--- src/inc/line_link_map.svh ---
// Purpose: offsets, field positions, reset values and timing counts
// Assumes: 8-bit register port, 50 MHz ref_clk
// Notes: included by its bare name
//
// Notes on behaviour
// - Device interrupt enables: 0 blocks a source, 1 passes it to irq.
// - Sink current bits 7:6 pick 200/244/288/355 mA; reset code 2.
// - Unit time bits 5:4 pick 6/24/192/1536 us; reset code 1.
// - Parity bits 3:2: 1 odd, 2 even, 0 and 3 no parity.
// - Send code 1 sends 0x0D, 2 sends 0x0E-0x0F, 3 all three.
// - Send field returns to 00 by itself when transmission ends.
// - Status bit 7: receive wait timer expired, master mode only.
// - Status bits 6/5 send error/success, cleared by each new send.
// - Status bit 4 is 1 exactly while a transmission is in progress.
// - Status bit 3 set on any receive error.
// - Status bit 2 set by byte into 0x10, cleared by reading 0x10.
// - Status bit 1 set when two new bytes land in 0x11 and 0x12.
// - Status bit 0 rises on valid signal, falls after 4 idle bits.
// - Interrupt bit 7 latches wait timeout; reading register clears all.
// - Interrupt bits 6/5 latch send error/success until read.
// - Link mask at 0xC, same layout, 1 lets interrupt through.
`ifndef LINE_LINK_MAP_SVH
`define LINE_LINK_MAP_SVH

// ****************************************************************
// Register offsets
// ****************************************************************
`define OFF_DEV_FLAGS 8'h07
`define OFF_DEV_MASK 8'h08
`define OFF_CTRL 8'h09
`define OFF_STATUS 8'h0A
`define OFF_IRQ 8'h0B
`define OFF_LINK_MASK 8'h0C
`define OFF_TX0 8'h0D
`define OFF_TX1 8'h0E
`define OFF_TX2 8'h0F
`define OFF_RX0 8'h10
`define OFF_RX1 8'h11
`define OFF_RX2 8'h12

// ****************************************************************
// Fields and reset values
// ****************************************************************
`define CTRL_SINK_HI 7
`define CTRL_SINK_LO 6
`define CTRL_UNIT_HI 5
`define CTRL_UNIT_LO 4
`define CTRL_PAR_HI 3
`define CTRL_PAR_LO 2
`define CTRL_SEND_HI 1
`define CTRL_SEND_LO 0
`define RST_SINK 2'h2
`define RST_UNIT 2'h1
`define RST_PAR 2'h1
`define RST_DEV_MASK 8'h10
`define DEV_MASK_USED 8'h7F
`define ST_WAIT 7
`define ST_ERR 6
`define ST_OK 5
`define ST_BUSY 4
`define ST_RXERR 3
`define ST_ONE 2
`define ST_TWO 1
`define ST_ACT 0

// ****************************************************************
// Timing
// ****************************************************************
`define CLK_PERIOD_NS 20
`define UNIT0_NS 6000
`define UNIT1_NS 24000
`define UNIT2_NS 192000
`define UNIT3_NS 1536000
`define UNIT0_CYC (`UNIT0_NS / `CLK_PERIOD_NS)
`define UNIT1_CYC (`UNIT1_NS / `CLK_PERIOD_NS)
`define UNIT2_CYC (`UNIT2_NS / `CLK_PERIOD_NS)
`define UNIT3_CYC (`UNIT3_NS / `CLK_PERIOD_NS)
`define IDLE_BITS 3'h4

`endif

--- src/inc/line_link_pkg.sv ---
// Purpose: shared types of the powerline link register bank
// Assumes: nothing beyond SystemVerilog
// Notes: constants live in line_link_map.svh
package line_link_pkg;
    typedef enum logic [1:0] {
        TX_IDLE = 2'b01,
        TX_BUSY = 2'b10
    } tx_state_t;
    typedef enum logic [1:0] {
        PAR_OFF = 2'h0,
        PAR_ODD = 2'h1,
        PAR_EVEN = 2'h2,
        PAR_OFF2 = 2'h3
    } parity_t;
    typedef enum logic [1:0] {
        SEND_NONE = 2'h0,
        SEND_FIRST = 2'h1,
        SEND_PAIR = 2'h2,
        SEND_ALL = 2'h3
    } send_cmd_t;
endpackage

--- src/rtl/line_link_regs.sv ---
// Purpose: control and status registers of a DC powerline byte link
// Assumes: link engine runs on ref_clk; master strap is asynchronous
// Notes: registers read one cycle after the read strobe
`include "line_link_map.svh"

module line_link_regs #(
    parameter int unsigned CNT_W = 17,
    parameter int unsigned UNIT0 = `UNIT0_CYC,
    parameter int unsigned UNIT1 = `UNIT1_CYC,
    parameter int unsigned UNIT2 = `UNIT2_CYC,
    parameter int unsigned UNIT3 = `UNIT3_CYC
) (
    // Clock and reset
    input wire logic ref_clk,
    input wire logic sys_rst,
    // Register port
    input wire logic [7:0] addr,
    input wire logic [7:0] wdata,
    input wire logic wr_strobe,
    input wire logic rd_strobe,
    output logic [7:0] rdata,
    // Interrupt
    output logic irq_out,
    input wire logic [6:0] dev_event,
    // Mode strap
    input wire logic master_mode_pin,
    // Transmit side of the link engine
    output logic tx_start,
    output line_link_pkg::send_cmd_t tx_cmd,
    output logic [7:0] tx_byte0,
    output logic [7:0] tx_byte1,
    output logic [7:0] tx_byte2,
    input wire logic tx_done,
    input wire logic tx_fail,
    // Receive side of the link engine
    input wire logic rx_byte_valid,
    input wire logic [7:0] rx_byte0,
    input wire logic rx_pair_valid,
    input wire logic [7:0] rx_byte1,
    input wire logic [7:0] rx_byte2,
    input wire logic rx_error,
    input wire logic rx_wait_expired,
    input wire logic signal_valid,
    // Link settings and bit unit tick
    output logic [1:0] sink_current,
    output logic [1:0] unit_time,
    output line_link_pkg::parity_t parity_mode,
    output logic unit_tick
);
    import line_link_pkg::*;

    if (UNIT0 < 1 || UNIT1 < 1 || UNIT2 < 1 || UNIT3 < 1) begin : g_zero
        $error("unit counts must be at least one cycle");
    end
    if (CNT_W > 31 || UNIT3 > (1 << CNT_W) || UNIT2 > (1 << CNT_W) ||
        UNIT1 > (1 << CNT_W) || UNIT0 > (1 << CNT_W)) begin : g_wide
        $error("CNT_W too narrow for the unit counts");
    end

    // ****************************************************************
    // Helpers
    // ****************************************************************
    function automatic logic [CNT_W-1:0] unit_limit(input logic [1:0] c);
        case (c)
            2'h0: unit_limit = CNT_W'(UNIT0 - 1);
            2'h1: unit_limit = CNT_W'(UNIT1 - 1);
            2'h2: unit_limit = CNT_W'(UNIT2 - 1);
            default: unit_limit = CNT_W'(UNIT3 - 1);
        endcase
    endfunction

    function automatic logic hit(input logic s, input logic [7:0] a,
                                 input logic [7:0] off);
        hit = s && (a == off);
    endfunction

    logic master_meta_q, master_q;
    logic [7:0] dev_mask_q, link_mask_q, dev_flags_q, link_flags_q;
    logic [7:0] rx0_q, rx1_q, rx2_q, status, prev_status_q, rd_mux;
    logic [1:0] send_field_q;
    logic [CNT_W-1:0] unit_cnt_q;
    logic [2:0] idle_q;
    logic wait_q, err_q, ok_q, rxerr_q, one_q, two_q, act_q;
    tx_state_t tx_state_q;

    logic wr_ctrl, rd_irq, rd_dev, start_ok;
    assign wr_ctrl = hit(wr_strobe, addr, `OFF_CTRL);
    assign rd_irq = hit(rd_strobe, addr, `OFF_IRQ);
    assign rd_dev = hit(rd_strobe, addr, `OFF_DEV_FLAGS);
    assign start_ok = wr_ctrl && (tx_state_q == TX_IDLE) &&
                      (wdata[`CTRL_SEND_HI:`CTRL_SEND_LO] != 2'h0);

    // ****************************************************************
    // Strap synchroniser
    // ****************************************************************
    always_ff @(posedge ref_clk or posedge sys_rst) begin
        if (sys_rst) begin
            master_meta_q <= 1'b0;
            master_q <= 1'b0;
        end else begin
            master_meta_q <= master_mode_pin;
            master_q <= master_meta_q;
        end
    end

    // ****************************************************************
    // Settings and data registers
    // ****************************************************************
    always_ff @(posedge ref_clk or posedge sys_rst) begin
        if (sys_rst) begin
            sink_current <= `RST_SINK;
            unit_time <= `RST_UNIT;
            parity_mode <= parity_t'(`RST_PAR);
            dev_mask_q <= `RST_DEV_MASK;
            link_mask_q <= 8'h00;
            tx_byte0 <= 8'h00;
            tx_byte1 <= 8'h00;
            tx_byte2 <= 8'h00;
        end else if (wr_strobe) begin
            case (addr)
                `OFF_CTRL: begin
                    sink_current <= wdata[`CTRL_SINK_HI:`CTRL_SINK_LO];
                    unit_time <= wdata[`CTRL_UNIT_HI:`CTRL_UNIT_LO];
                    parity_mode <= parity_t'(
                        wdata[`CTRL_PAR_HI:`CTRL_PAR_LO]);
                end
                `OFF_DEV_MASK: dev_mask_q <= wdata & `DEV_MASK_USED;
                `OFF_LINK_MASK: link_mask_q <= wdata;
                `OFF_TX0: tx_byte0 <= wdata;
                `OFF_TX1: tx_byte1 <= wdata;
                `OFF_TX2: tx_byte2 <= wdata;
                default: ;
            endcase
        end
    end

    // ****************************************************************
    // Send sequencing
    // ****************************************************************
    // A send written while busy is dropped: the engine takes one at a time
    always_ff @(posedge ref_clk or posedge sys_rst) begin
        if (sys_rst) begin
            tx_state_q <= TX_IDLE;
            send_field_q <= 2'h0;
            tx_start <= 1'b0;
            tx_cmd <= SEND_NONE;
        end else begin
            tx_start <= 1'b0;
            case (tx_state_q)
                TX_IDLE: begin
                    if (start_ok) begin
                        tx_state_q <= TX_BUSY;
                        send_field_q <=
                            wdata[`CTRL_SEND_HI:`CTRL_SEND_LO];
                        tx_cmd <= send_cmd_t'(
                            wdata[`CTRL_SEND_HI:`CTRL_SEND_LO]);
                        tx_start <= 1'b1;
                    end
                end
                TX_BUSY: begin
                    if (tx_done || tx_fail) begin
                        tx_state_q <= TX_IDLE;
                        send_field_q <= 2'h0;
                    end
                end
                default: tx_state_q <= TX_IDLE;
            endcase
        end
    end

    always_ff @(posedge ref_clk or posedge sys_rst) begin
        if (sys_rst) begin
            err_q <= 1'b0;
            ok_q <= 1'b0;
        end else if (start_ok) begin
            err_q <= 1'b0;
            ok_q <= 1'b0;
        end else if (tx_state_q == TX_BUSY) begin
            if (tx_fail) begin
                err_q <= 1'b1;
            end else if (tx_done) begin
                ok_q <= 1'b1;
            end
        end
    end

    // ****************************************************************
    // Receive status
    // ****************************************************************
    // Set wins over a read clear in the same cycle
    always_ff @(posedge ref_clk or posedge sys_rst) begin
        if (sys_rst) begin
            rx0_q <= 8'h00;
            rx1_q <= 8'h00;
            rx2_q <= 8'h00;
            one_q <= 1'b0;
            two_q <= 1'b0;
            rxerr_q <= 1'b0;
            wait_q <= 1'b0;
        end else begin
            if (rx_byte_valid) begin
                rx0_q <= rx_byte0;
            end
            if (rx_pair_valid) begin
                rx1_q <= rx_byte1;
                rx2_q <= rx_byte2;
            end
            one_q <= rx_byte_valid ||
                     (one_q && !hit(rd_strobe, addr, `OFF_RX0));
            two_q <= rx_pair_valid ||
                     (two_q && !hit(rd_strobe, addr, `OFF_RX2));
            if (rx_error) begin
                rxerr_q <= 1'b1;
            end else if (rx_byte_valid || rx_pair_valid) begin
                rxerr_q <= 1'b0;
            end
            wait_q <= master_q && rx_wait_expired;
        end
    end

    // ****************************************************************
    // Bit unit timing and line activity
    // ****************************************************************
    always_ff @(posedge ref_clk or posedge sys_rst) begin
        if (sys_rst) begin
            unit_cnt_q <= '0;
            unit_tick <= 1'b0;
        end else if (unit_cnt_q >= unit_limit(unit_time)) begin
            unit_cnt_q <= '0;
            unit_tick <= 1'b1;
        end else begin
            unit_cnt_q <= unit_cnt_q + 1'b1;
            unit_tick <= 1'b0;
        end
    end

    always_ff @(posedge ref_clk or posedge sys_rst) begin
        if (sys_rst) begin
            act_q <= 1'b0;
            idle_q <= 3'h0;
        end else if (signal_valid) begin
            act_q <= 1'b1;
            idle_q <= 3'h0;
        end else if (unit_tick && act_q) begin
            if (idle_q == `IDLE_BITS - 3'h1) begin
                act_q <= 1'b0;
                idle_q <= 3'h0;
            end else begin
                idle_q <= idle_q + 3'h1;
            end
        end
    end

    // ****************************************************************
    // Interrupt flags
    // ****************************************************************
    assign status = {wait_q, err_q, ok_q, tx_state_q == TX_BUSY,
                     rxerr_q, one_q, two_q, act_q};

    always_ff @(posedge ref_clk or posedge sys_rst) begin
        if (sys_rst) begin
            prev_status_q <= 8'h00;
            link_flags_q <= 8'h00;
            dev_flags_q <= 8'h00;
        end else begin
            prev_status_q <= status;
            link_flags_q <= (rd_irq ? 8'h00 : link_flags_q) |
                            (status & ~prev_status_q);
            dev_flags_q <= (rd_dev ? 8'h00 : dev_flags_q) |
                           {1'b0, dev_event};
        end
    end

    always_ff @(posedge ref_clk or posedge sys_rst) begin
        if (sys_rst) begin
            irq_out <= 1'b0;
        end else begin
            irq_out <= |(link_flags_q & link_mask_q) ||
                       |(dev_flags_q & dev_mask_q);
        end
    end

    // ****************************************************************
    // Read port
    // ****************************************************************
    always_comb begin
        case (addr)
            `OFF_DEV_FLAGS: rd_mux = dev_flags_q;
            `OFF_DEV_MASK: rd_mux = dev_mask_q;
            `OFF_CTRL: rd_mux = {sink_current, unit_time,
                                 parity_mode, send_field_q};
            `OFF_STATUS: rd_mux = status;
            `OFF_IRQ: rd_mux = link_flags_q;
            `OFF_LINK_MASK: rd_mux = link_mask_q;
            `OFF_TX0: rd_mux = tx_byte0;
            `OFF_TX1: rd_mux = tx_byte1;
            `OFF_TX2: rd_mux = tx_byte2;
            `OFF_RX0: rd_mux = rx0_q;
            `OFF_RX1: rd_mux = rx1_q;
            `OFF_RX2: rd_mux = rx2_q;
            default: rd_mux = 8'h00;
        endcase
    end

    always_ff @(posedge ref_clk or posedge sys_rst) begin
        if (sys_rst) begin
            rdata <= 8'h00;
        end else begin
            rdata <= rd_strobe ? rd_mux : 8'h00;
        end
    end
endmodule

--- config.mk ---
export PLATFORM = sky130hd
export DESIGN_NAME = line_link_regs
export DESIGN_NICKNAME = d
export VERILOG_FILES = /design/src/inc/line_link_pkg.sv /design/src/rtl/line_link_regs.sv
export VERILOG_INCLUDE_DIRS = /design/src /design/src/inc
export SDC_FILE = /design/constraint.sdc
export NUM_CORES = 1
export LEC_CHECK = 0
export ABC_AREA = 1
export BUFFER_PORTS_ARGS = -buffer_cell sky130_fd_sc_hd__buf_2
export CAP_MARGIN = 20
export CELL_PAD_IN_SITES_DETAIL_PLACEMENT = 1
export CELL_PAD_IN_SITES_GLOBAL_PLACEMENT = 1
export CORE_ASPECT_RATIO = 0.6
export CORE_MARGIN = 5
export CORE_UTILIZATION = 42
export DETAILED_ROUTE_END_ITERATION = 10
export PLACE_DENSITY_LB_ADDON = 0.1
export SYNTH_ARGS = -nofsm -noshare
export SYNTH_HDL_FRONTEND = slang
export SYNTH_SLANG_ARGS = --single-unit
--- constraint.sdc ---
create_clock -name ref_clk -period 5.1 [get_ports ref_clk]
set_input_delay 0.51 -clock ref_clk [delete_from_list [all_inputs] [get_ports ref_clk]]
set_output_delay 0.51 -clock ref_clk [all_outputs]
set_load 0.005 [all_outputs]
==> impl_metrics.env, run 1 <==
export IMPL_vias=6217
export IMPL_clock_skew_ps=11.41
export IMPL_yosysSeqAreaShare_pct=51.43
export IMPL_first_iter_violations=480
export IMPL_switchingPower_mw=0.6939
export IMPL_ctsResizeCount=0
export IMPL_yosysTopAreaCell="dfrtp_1"
export IMPL_synthTopCellsByCount="nand2_1 (245), dfrtp_1 (133), nand3_1 (122), inv_1 (82), nor2_1 (76)"
export IMPL_cts_buffers=17
export IMPL_drtPass1Iterations=4
export IMPL_ioPinCount=102
export IMPL_p_int_mw=1.959
export IMPL_dpl_cell_count=1114
export IMPL_grt_max_degree=95
export IMPL_antenna_found_initial=0
export IMPL_comb_power_share_pct=8.1
export IMPL_cts_buffer_depth=2
export IMPL_worstMarginPinSlew_ps=938.3
export IMPL_largest_register_ffs=17
export IMPL_cp_max_fo=18
export IMPL_max_cap_violations=0
export IMPL_vias_per_cell=5.416
export IMPL_yosysMostFrequentCell="nand2_1"
export IMPL_cts_setup_buffers=0
export IMPL_path_clk_slew_ps=60
export IMPL_gr_usage_all_layers_pct=24.80
export IMPL_initial_utilization_pct=43.27
export IMPL_finalNonFillerCells=1148
export IMPL_layout_drive_gt1_share_pct=16.93
export IMPL_grt_pass1_vias=6541
export IMPL_synth_edff_count=0
export IMPL_synth_top_flop_cell="dfrtp_1"
export IMPL_wl_mm=22.78
export IMPL_port_buffers=101
export IMPL_route_met2_wl_mm=9.811
export IMPL_wl_per_cell_um=19.84
export IMPL_fill_cells=1913
export IMPL_synthCells=829
export IMPL_clk_latency_ps=430
export IMPL_drt_met1_wl_mm=11.10
export IMPL_setup_tns_ps=0
export IMPL_ant_nets=0
export IMPL_worstSetupEndpoint="unit_cnt_q[15]$_DFF_PP0_"
export IMPL_end_kind="flip-flop"
export IMPL_p_leak_nw=4.355
export IMPL_num_antenna_cells=0
export IMPL_die_area_um2=18730
export IMPL_top_layer="met4"
export IMPL_hp_class="in2reg"
export IMPL_slowest_stage="dfstp_2"
export IMPL_r2r_end="unit_cnt_q[15]$_DFF_PP0_"
export IMPL_ys_top_cells_by_area="dfrtp_1 (49%), nand2_1 (14%), nand3_1 (9.1%)"
export IMPL_switching_share_pct=26.15
export IMPL_h_tree_depth=4
export IMPL_power_density_nw_per_um2=331.7
export IMPL_status="completed"
export IMPL_pwr_share_seq_pct=45.6
export IMPL_worstSetupStartpointType="flip-flop"
export IMPL_cts_sinks=138
export IMPL_finalCritPeriodShare_pct=50.44
export IMPL_crit_required_ps=5440
export IMPL_syn_area_um2=6726
export IMPL_gp_congestion=0.8847
export IMPL_hold_slack_ps=186.1
export IMPL_ctsHoldBuffers=0
export IMPL_crit_arrival_ps=2910
export IMPL_wl_met3_mm=1.624
export IMPL_synth_seq_cells=138
export IMPL_criticalPathCategory="reg2reg"
export IMPL_synth_top_area_share_pct=49.48
export IMPL_final_nets=1009
export IMPL_fmax_mhz=388.7
export IMPL_grt_pass1_wl_mm=36.17
export IMPL_setup_viol=0
export IMPL_post_route_min_period_ps=2572
export IMPL_grt_overflow=0
export IMPL_synth_cell_types=36
export IMPL_slew_headroom_pct=36.93
export IMPL_dp_hpwl_mm=16.85
export IMPL_syn_to_final_growth_pct=18.92
export IMPL_cp_common_cell="nor2_1"
export IMPL_cts_tree="done"
export IMPL_irDropWorstVdd_uv=232.7
export IMPL_die_y_um=108.0
export IMPL_finalMaxSlewViolations=0
export IMPL_top_register="unit_cnt_q"
export IMPL_yosysWarningCount=0
export IMPL_max_stage_delay_ps=590
export IMPL_pwr_share_clk_pct=46.2
export IMPL_chipWidth_um=173.4
export IMPL_drc=0
export IMPL_rsz0062_at_grt="false"
export IMPL_cts_root_buffer="clkbuf_16"
export IMPL_reg2reg_from="unit_time[0]$_DFFE_PP1N_"
export IMPL_regToRegSetupSlack_ps=2530
export IMPL_crit_chain="inv_1, ha_1, nor2_1, ha_1, nand2_1, nor2_1, o21ai_0, nand3b_1, nand2_1, nand3_2, nor2_1"
export IMPL_hold_viol_final=0
export IMPL_async_reset_ff_share_pct=100.0
export IMPL_placementRows=35
export IMPL_coreArea_um2=15550
export IMPL_syn_avg_cell_area_um2=8.114
export IMPL_reg2reg_depth=11
export IMPL_critPathLaunch="unit_time[0]$_DFFE_PP1N_"
export IMPL_synth_nets=906
## routing by layer
| metal | global-route usage (%) | up-vias |
|---|---|---|
| li1 | - | 2881 |
| met1 | 36.62 | 3125 |
| met2 | 36.77 | 186 |
| met3 | 5.870 | 25 |
| met4 | 6.431 | 0 |
| met5 | 0 | - |
## how the worst min path moves through the flow
stage | startpoint | to | slack, ps | cells past startpoint
2_1_floorplan | master_meta_q$_DFF_PP0_ | master_q$_DFF_PP0_ | 330 | 0
3_3_place_gp | master_meta_q$_DFF_PP0_ | master_q$_DFF_PP0_ | 340 | 0
3_5_place_dp | master_meta_q$_DFF_PP0_ | master_q$_DFF_PP0_ | 350 | 0
4_1_cts | master_mode_pin | master_meta_q$_DFF_PP0_ | 180 | 1
5_1_grt | master_mode_pin | master_meta_q$_DFF_PP0_ | 190 | 1
6_report | master_mode_pin | master_meta_q$_DFF_PP0_ | 190 | 1
## through the flow
step	utilization (%)	setup WS, ps	power [mW]	cell area (um2)
3_5_place_dp	47.61	2372	1.442	7402
4_1_cts	51.31	2539	2.666	7976
3_3_place_gp	47.61	2548	1.426	7402
6_report	51.45	2528	2.653	7999
2_1_floorplan	-	902.1	1.326	6726
5_1_grt	51.45	2246	2.749	7999
## worst max-delay path, delay by kind of cell, from the launching register on
kind,cells,cell delay [ps]
AOI/OAI and AO/OA,1,140
DFF,1,590
adders and majority gates,2,530
and+or+nand+nor,7,1100
buffers and inverters,1,110
## kinds of logic (layout without fill, tap and decap cells)
| kind of cell | after synthesis | count (layout) | share of synthesized area (%) |
|---|---|---|---|
| compound gates | 80 | 80 | 6.529 |
| flops | 138 | 138 | 51.43 |
| buf+inv | 106 | 222 | 6.287 |
| fa+ha+maj | 18 | 18 | 3.348 |
| xor+xnor | 12 | 12 | 1.563 |
| simple gates | 475 | 475 | 30.84 |
## layout by cell type (no fill, tap or decap), types with 2 or more instances in the layout
cell and count:
nor2_4 2, clkinv_1 2, nor3_1 3, o22ai_1 9, buf_4 3, nand4_1 8, nand3_2 3, nand2_1 245
a21oi_1 3, bufinv_16 2, nor2_2 4, o21ai_1 2, nor4_2 2, clkinvlp_4 3, dfstp_2 5, nor2_1 76
nand2_2 2, xor2_1 9, clkinv_2 3, o21bai_1 7, nand3b_1 2, clkbuf_1 3, inv_1 81, xnor2_1 3
dfrtp_1 133, inv_6 2, clkinv_4 2, clkbuf_16 17, nand4_2 2, nand3_1 122, buf_2 101, ha_1 18
o21ai_0 56
## power groups by stage
stage | sequential (mW) | clock [mW] | combinational (mW)
after floorplan | 1.20 | 0 | 0.122
after global placement | 1.23 | 0 | 0.200
after detailed placement | 1.23 | 0 | 0.215
after CTS | 1.21 | 1.24 | 0.218
after global routing | 1.22 | 1.29 | 0.246
final | 1.21 | 1.23 | 0.215
## final cells by class
type	count	area (um2)	area share, %
inverter	85	324.1	4.051
clock buffer	21	450.4	5.631
tap	203	254.0	3.175
clock inverter	11	123.9	1.549
multi-input combinational	585	2844	35.55
sequential	138	3460	43.25
timing repair buffer	105	543.0	6.789
Power figures use the tool's default switching activity.
==> run 2, diff against run 1 <==
==> constraint.sdc (replaced) <==
create_clock -name ref_clk -period 2.5 [get_ports ref_clk]
set_input_delay 0.25 -clock ref_clk [delete_from_list [all_inputs] [get_ports ref_clk]]
set_output_delay 0.25 -clock ref_clk [all_outputs]
set_load 0.005 [all_outputs]
==> run 2 against run 1 <==
Net effect:
- die area is the same
- highest routed layer unchanged
- non-clock buffer count up 9
- sequential cell count stayed put
- combinational power is 110% higher
- critical path depth fell by 2
- register-to-register slack got worse by 2300 ps
- clock skew is 1.1 ps lower
- via count rose by 0.23%
- hold slack lost 160 ps
- setup slack lost 2300 ps
==> impl_metrics.env, run 2 (same netlist as run 1, synthesis figures left out) <==
export IMPL_ioPinCount=102
export IMPL_port_buffers=101
export IMPL_post_route_min_period_ps=2292
export IMPL_wl_mm=22.86
export IMPL_final_nets=1019
export IMPL_reg2reg_depth=9
export IMPL_cts_tree="done"
export IMPL_hold_depth=3
export IMPL_vias=6231
export IMPL_regToRegSetupSlack_ps=210
export IMPL_slew_headroom_pct=50.13
export IMPL_grt_overflow=0
export IMPL_r2r_end="unit_cnt_q[12]$_DFF_PP0_"
export IMPL_coreArea_um2=15550
export IMPL_hp_start="rx_byte1[2]"
export IMPL_reg2reg_from="unit_time[0]$_DFFE_PP1N_"
export IMPL_end_kind="flip-flop"
export IMPL_finalNonFillerCells=1158
export IMPL_hp_class="in2reg"
export IMPL_status="completed"
export IMPL_fmax_mhz=436.4
export IMPL_drc=0
export IMPL_power_density_nw_per_um2=659.0
export IMPL_placementRows=35
export IMPL_dpl_cell_count=1124
export IMPL_final_cell_mix="nand2_1 (244), dfrtp_1 (133), nand3_1 (122)"
export IMPL_hold_slack_ps=25.60
export IMPL_setup_viol=0
export IMPL_final_common_cell="nand2_1"
export IMPL_cts_sinks=138
export IMPL_die_y_um=108.0
export IMPL_finalMaxSlewViolations=0
export IMPL_worstSetupStartpointType="flip-flop"
export IMPL_vias_per_cell=5.381
export IMPL_clock_skew_ps=10.36
export IMPL_largest_register_ffs=17
export IMPL_die_area_um2=18730
export IMPL_wl_per_cell_um=19.74
export IMPL_dp_hpwl_mm=16.77
export IMPL_path_clk_slew_ps=70
export IMPL_cts_buffers=17
export IMPL_grt_pass1_vias=6602
export IMPL_grt_max_degree=139
export IMPL_hold_viol_final=0
export IMPL_setup_tns_ps=0
export IMPL_crit_required_ps=2850
export IMPL_cp_max_fo=9
export IMPL_ant_nets=0
export IMPL_antenna_found_initial=0
export IMPL_clk_latency_ps=420
export IMPL_top_register="unit_cnt_q"
export IMPL_first_iter_violations=511
export IMPL_gr_usage_all_layers_pct=25.04
export IMPL_h_tree_depth=4
export IMPL_holdPathEnd="rx1_q[2]$_DFFE_PP0P_"
export IMPL_cts_buffer_depth=2
export IMPL_criticalPathCategory="reg2reg"
export IMPL_finalCritPeriodShare_pct=91.66
export IMPL_irDropWorstVdd_uv=388.7
export IMPL_crit_arrival_ps=2640
export IMPL_drtPass1Iterations=5
export IMPL_grt_pass1_wl_mm=36.42
export IMPL_worstMarginPinSlew_ps=748.0
export IMPL_chipWidth_um=173.4
export IMPL_p_leak_nw=4.416
export IMPL_num_antenna_cells=0
export IMPL_gp_congestion=0.8397
export IMPL_layout_drive_gt1_share_pct=18.22
export IMPL_initial_utilization_pct=43.27
export IMPL_cts_root_buffer="clkbuf_16"
export IMPL_power_mw=5.350
export IMPL_syn_to_final_growth_pct=20.68
export IMPL_max_cap_violations=0
-- run 2: cell types whose count changed in the layout (fill, tap and decap cells not counted), moves of 2 or more --
cell / before / now
buf_12: 0 / 2
clkinv_2: 3 / 1
nand3_4: 0 / 2
clkinv_4: 2 / 5
buf_4: 3 / 10
nor2_1: 76 / 74
-- run 2: critical path, stage by stage (launching register included) --
cell	delay (ps)
dfstp_2	570
inv_1	100
ha_1	300
inv_1	40
ha_1	280
a21oi_1	160
nor2_1	80
o21ai_2	320
nand3_4	210
nor2_1	140
-- run 2: how the worst max path moves through the flow --
| stage | startpoint | endpoint | slack (ps) | cells after the start |
|---|---|---|---|---|
| after CTS | unit_time[0]$_DFFE_PP1N_ | unit_cnt_q[12]$_DFF_PP0_ | 30 | 11 |
| after global placement | unit_time[0]$_DFFE_PP1N_ | unit_tick$_DFF_PP0_ | 140 | 10 |
| final | unit_time[0]$_DFFE_PP1N_ | unit_cnt_q[12]$_DFF_PP0_ | 210 | 9 |
| after floorplan | unit_time[0]$_DFFE_PP1N_ | unit_cnt_q[10]$_DFF_PP0_ | 420 | 12 |
| after global routing | unit_time[0]$_DFFE_PP1N_ | unit_cnt_q[16]$_DFF_PP0_ | -3 | 11 |
| after detailed placement | unit_time[0]$_DFFE_PP1N_ | unit_cnt_q[12]$_DFF_PP0_ | 30 | 11 |
-- run 2: through the flow --
step / util [%] / instance area [um2] / setup WS [ps]
global placement: 48.25 / 7501 / 136.3
CTS: 51.95 / 8077 / 26.51
detailed placement: 48.25 / 7501 / 29.16
global route: 52.22 / 8118 / -2.657
floorplan: - / 6730 / 421.6
finish: 52.22 / 8118 / 208.4
-- run 2: area by class of cell --
class	instances	area, um2
timing repair buffer	114	630.6
tap	203	254.0
clock buffer	20	446.7
multi-input combinational	586	2885
clock inverter	12	118.9
sequential	138	3460
fill	1936	7428
inverter	85	322.8
-- run 2: repair_timing --
item                                    CTS  global route
endpoints found under the setup margin    0            18
gates resized for setup                   0             8
hold buffers                              1             0
hold endpoints to repair                  1             0
setup buffers                             0             0
-- run 2: per-layer routing --
metal | track usage [%] | wire (um)
met4 | 4.952 | 187
met1 | 38.50 | 11210
met2 | 36.10 | 9781
met5 | 0 | 0
met3 | 5.765 | 1685
-- run 2: power by group --
part	internal (mW)	switching, mW
Clock	1.41	1.03
Combinational	0.157	0.296
Sequential	2.36	0.102
Total	3.92	1.43
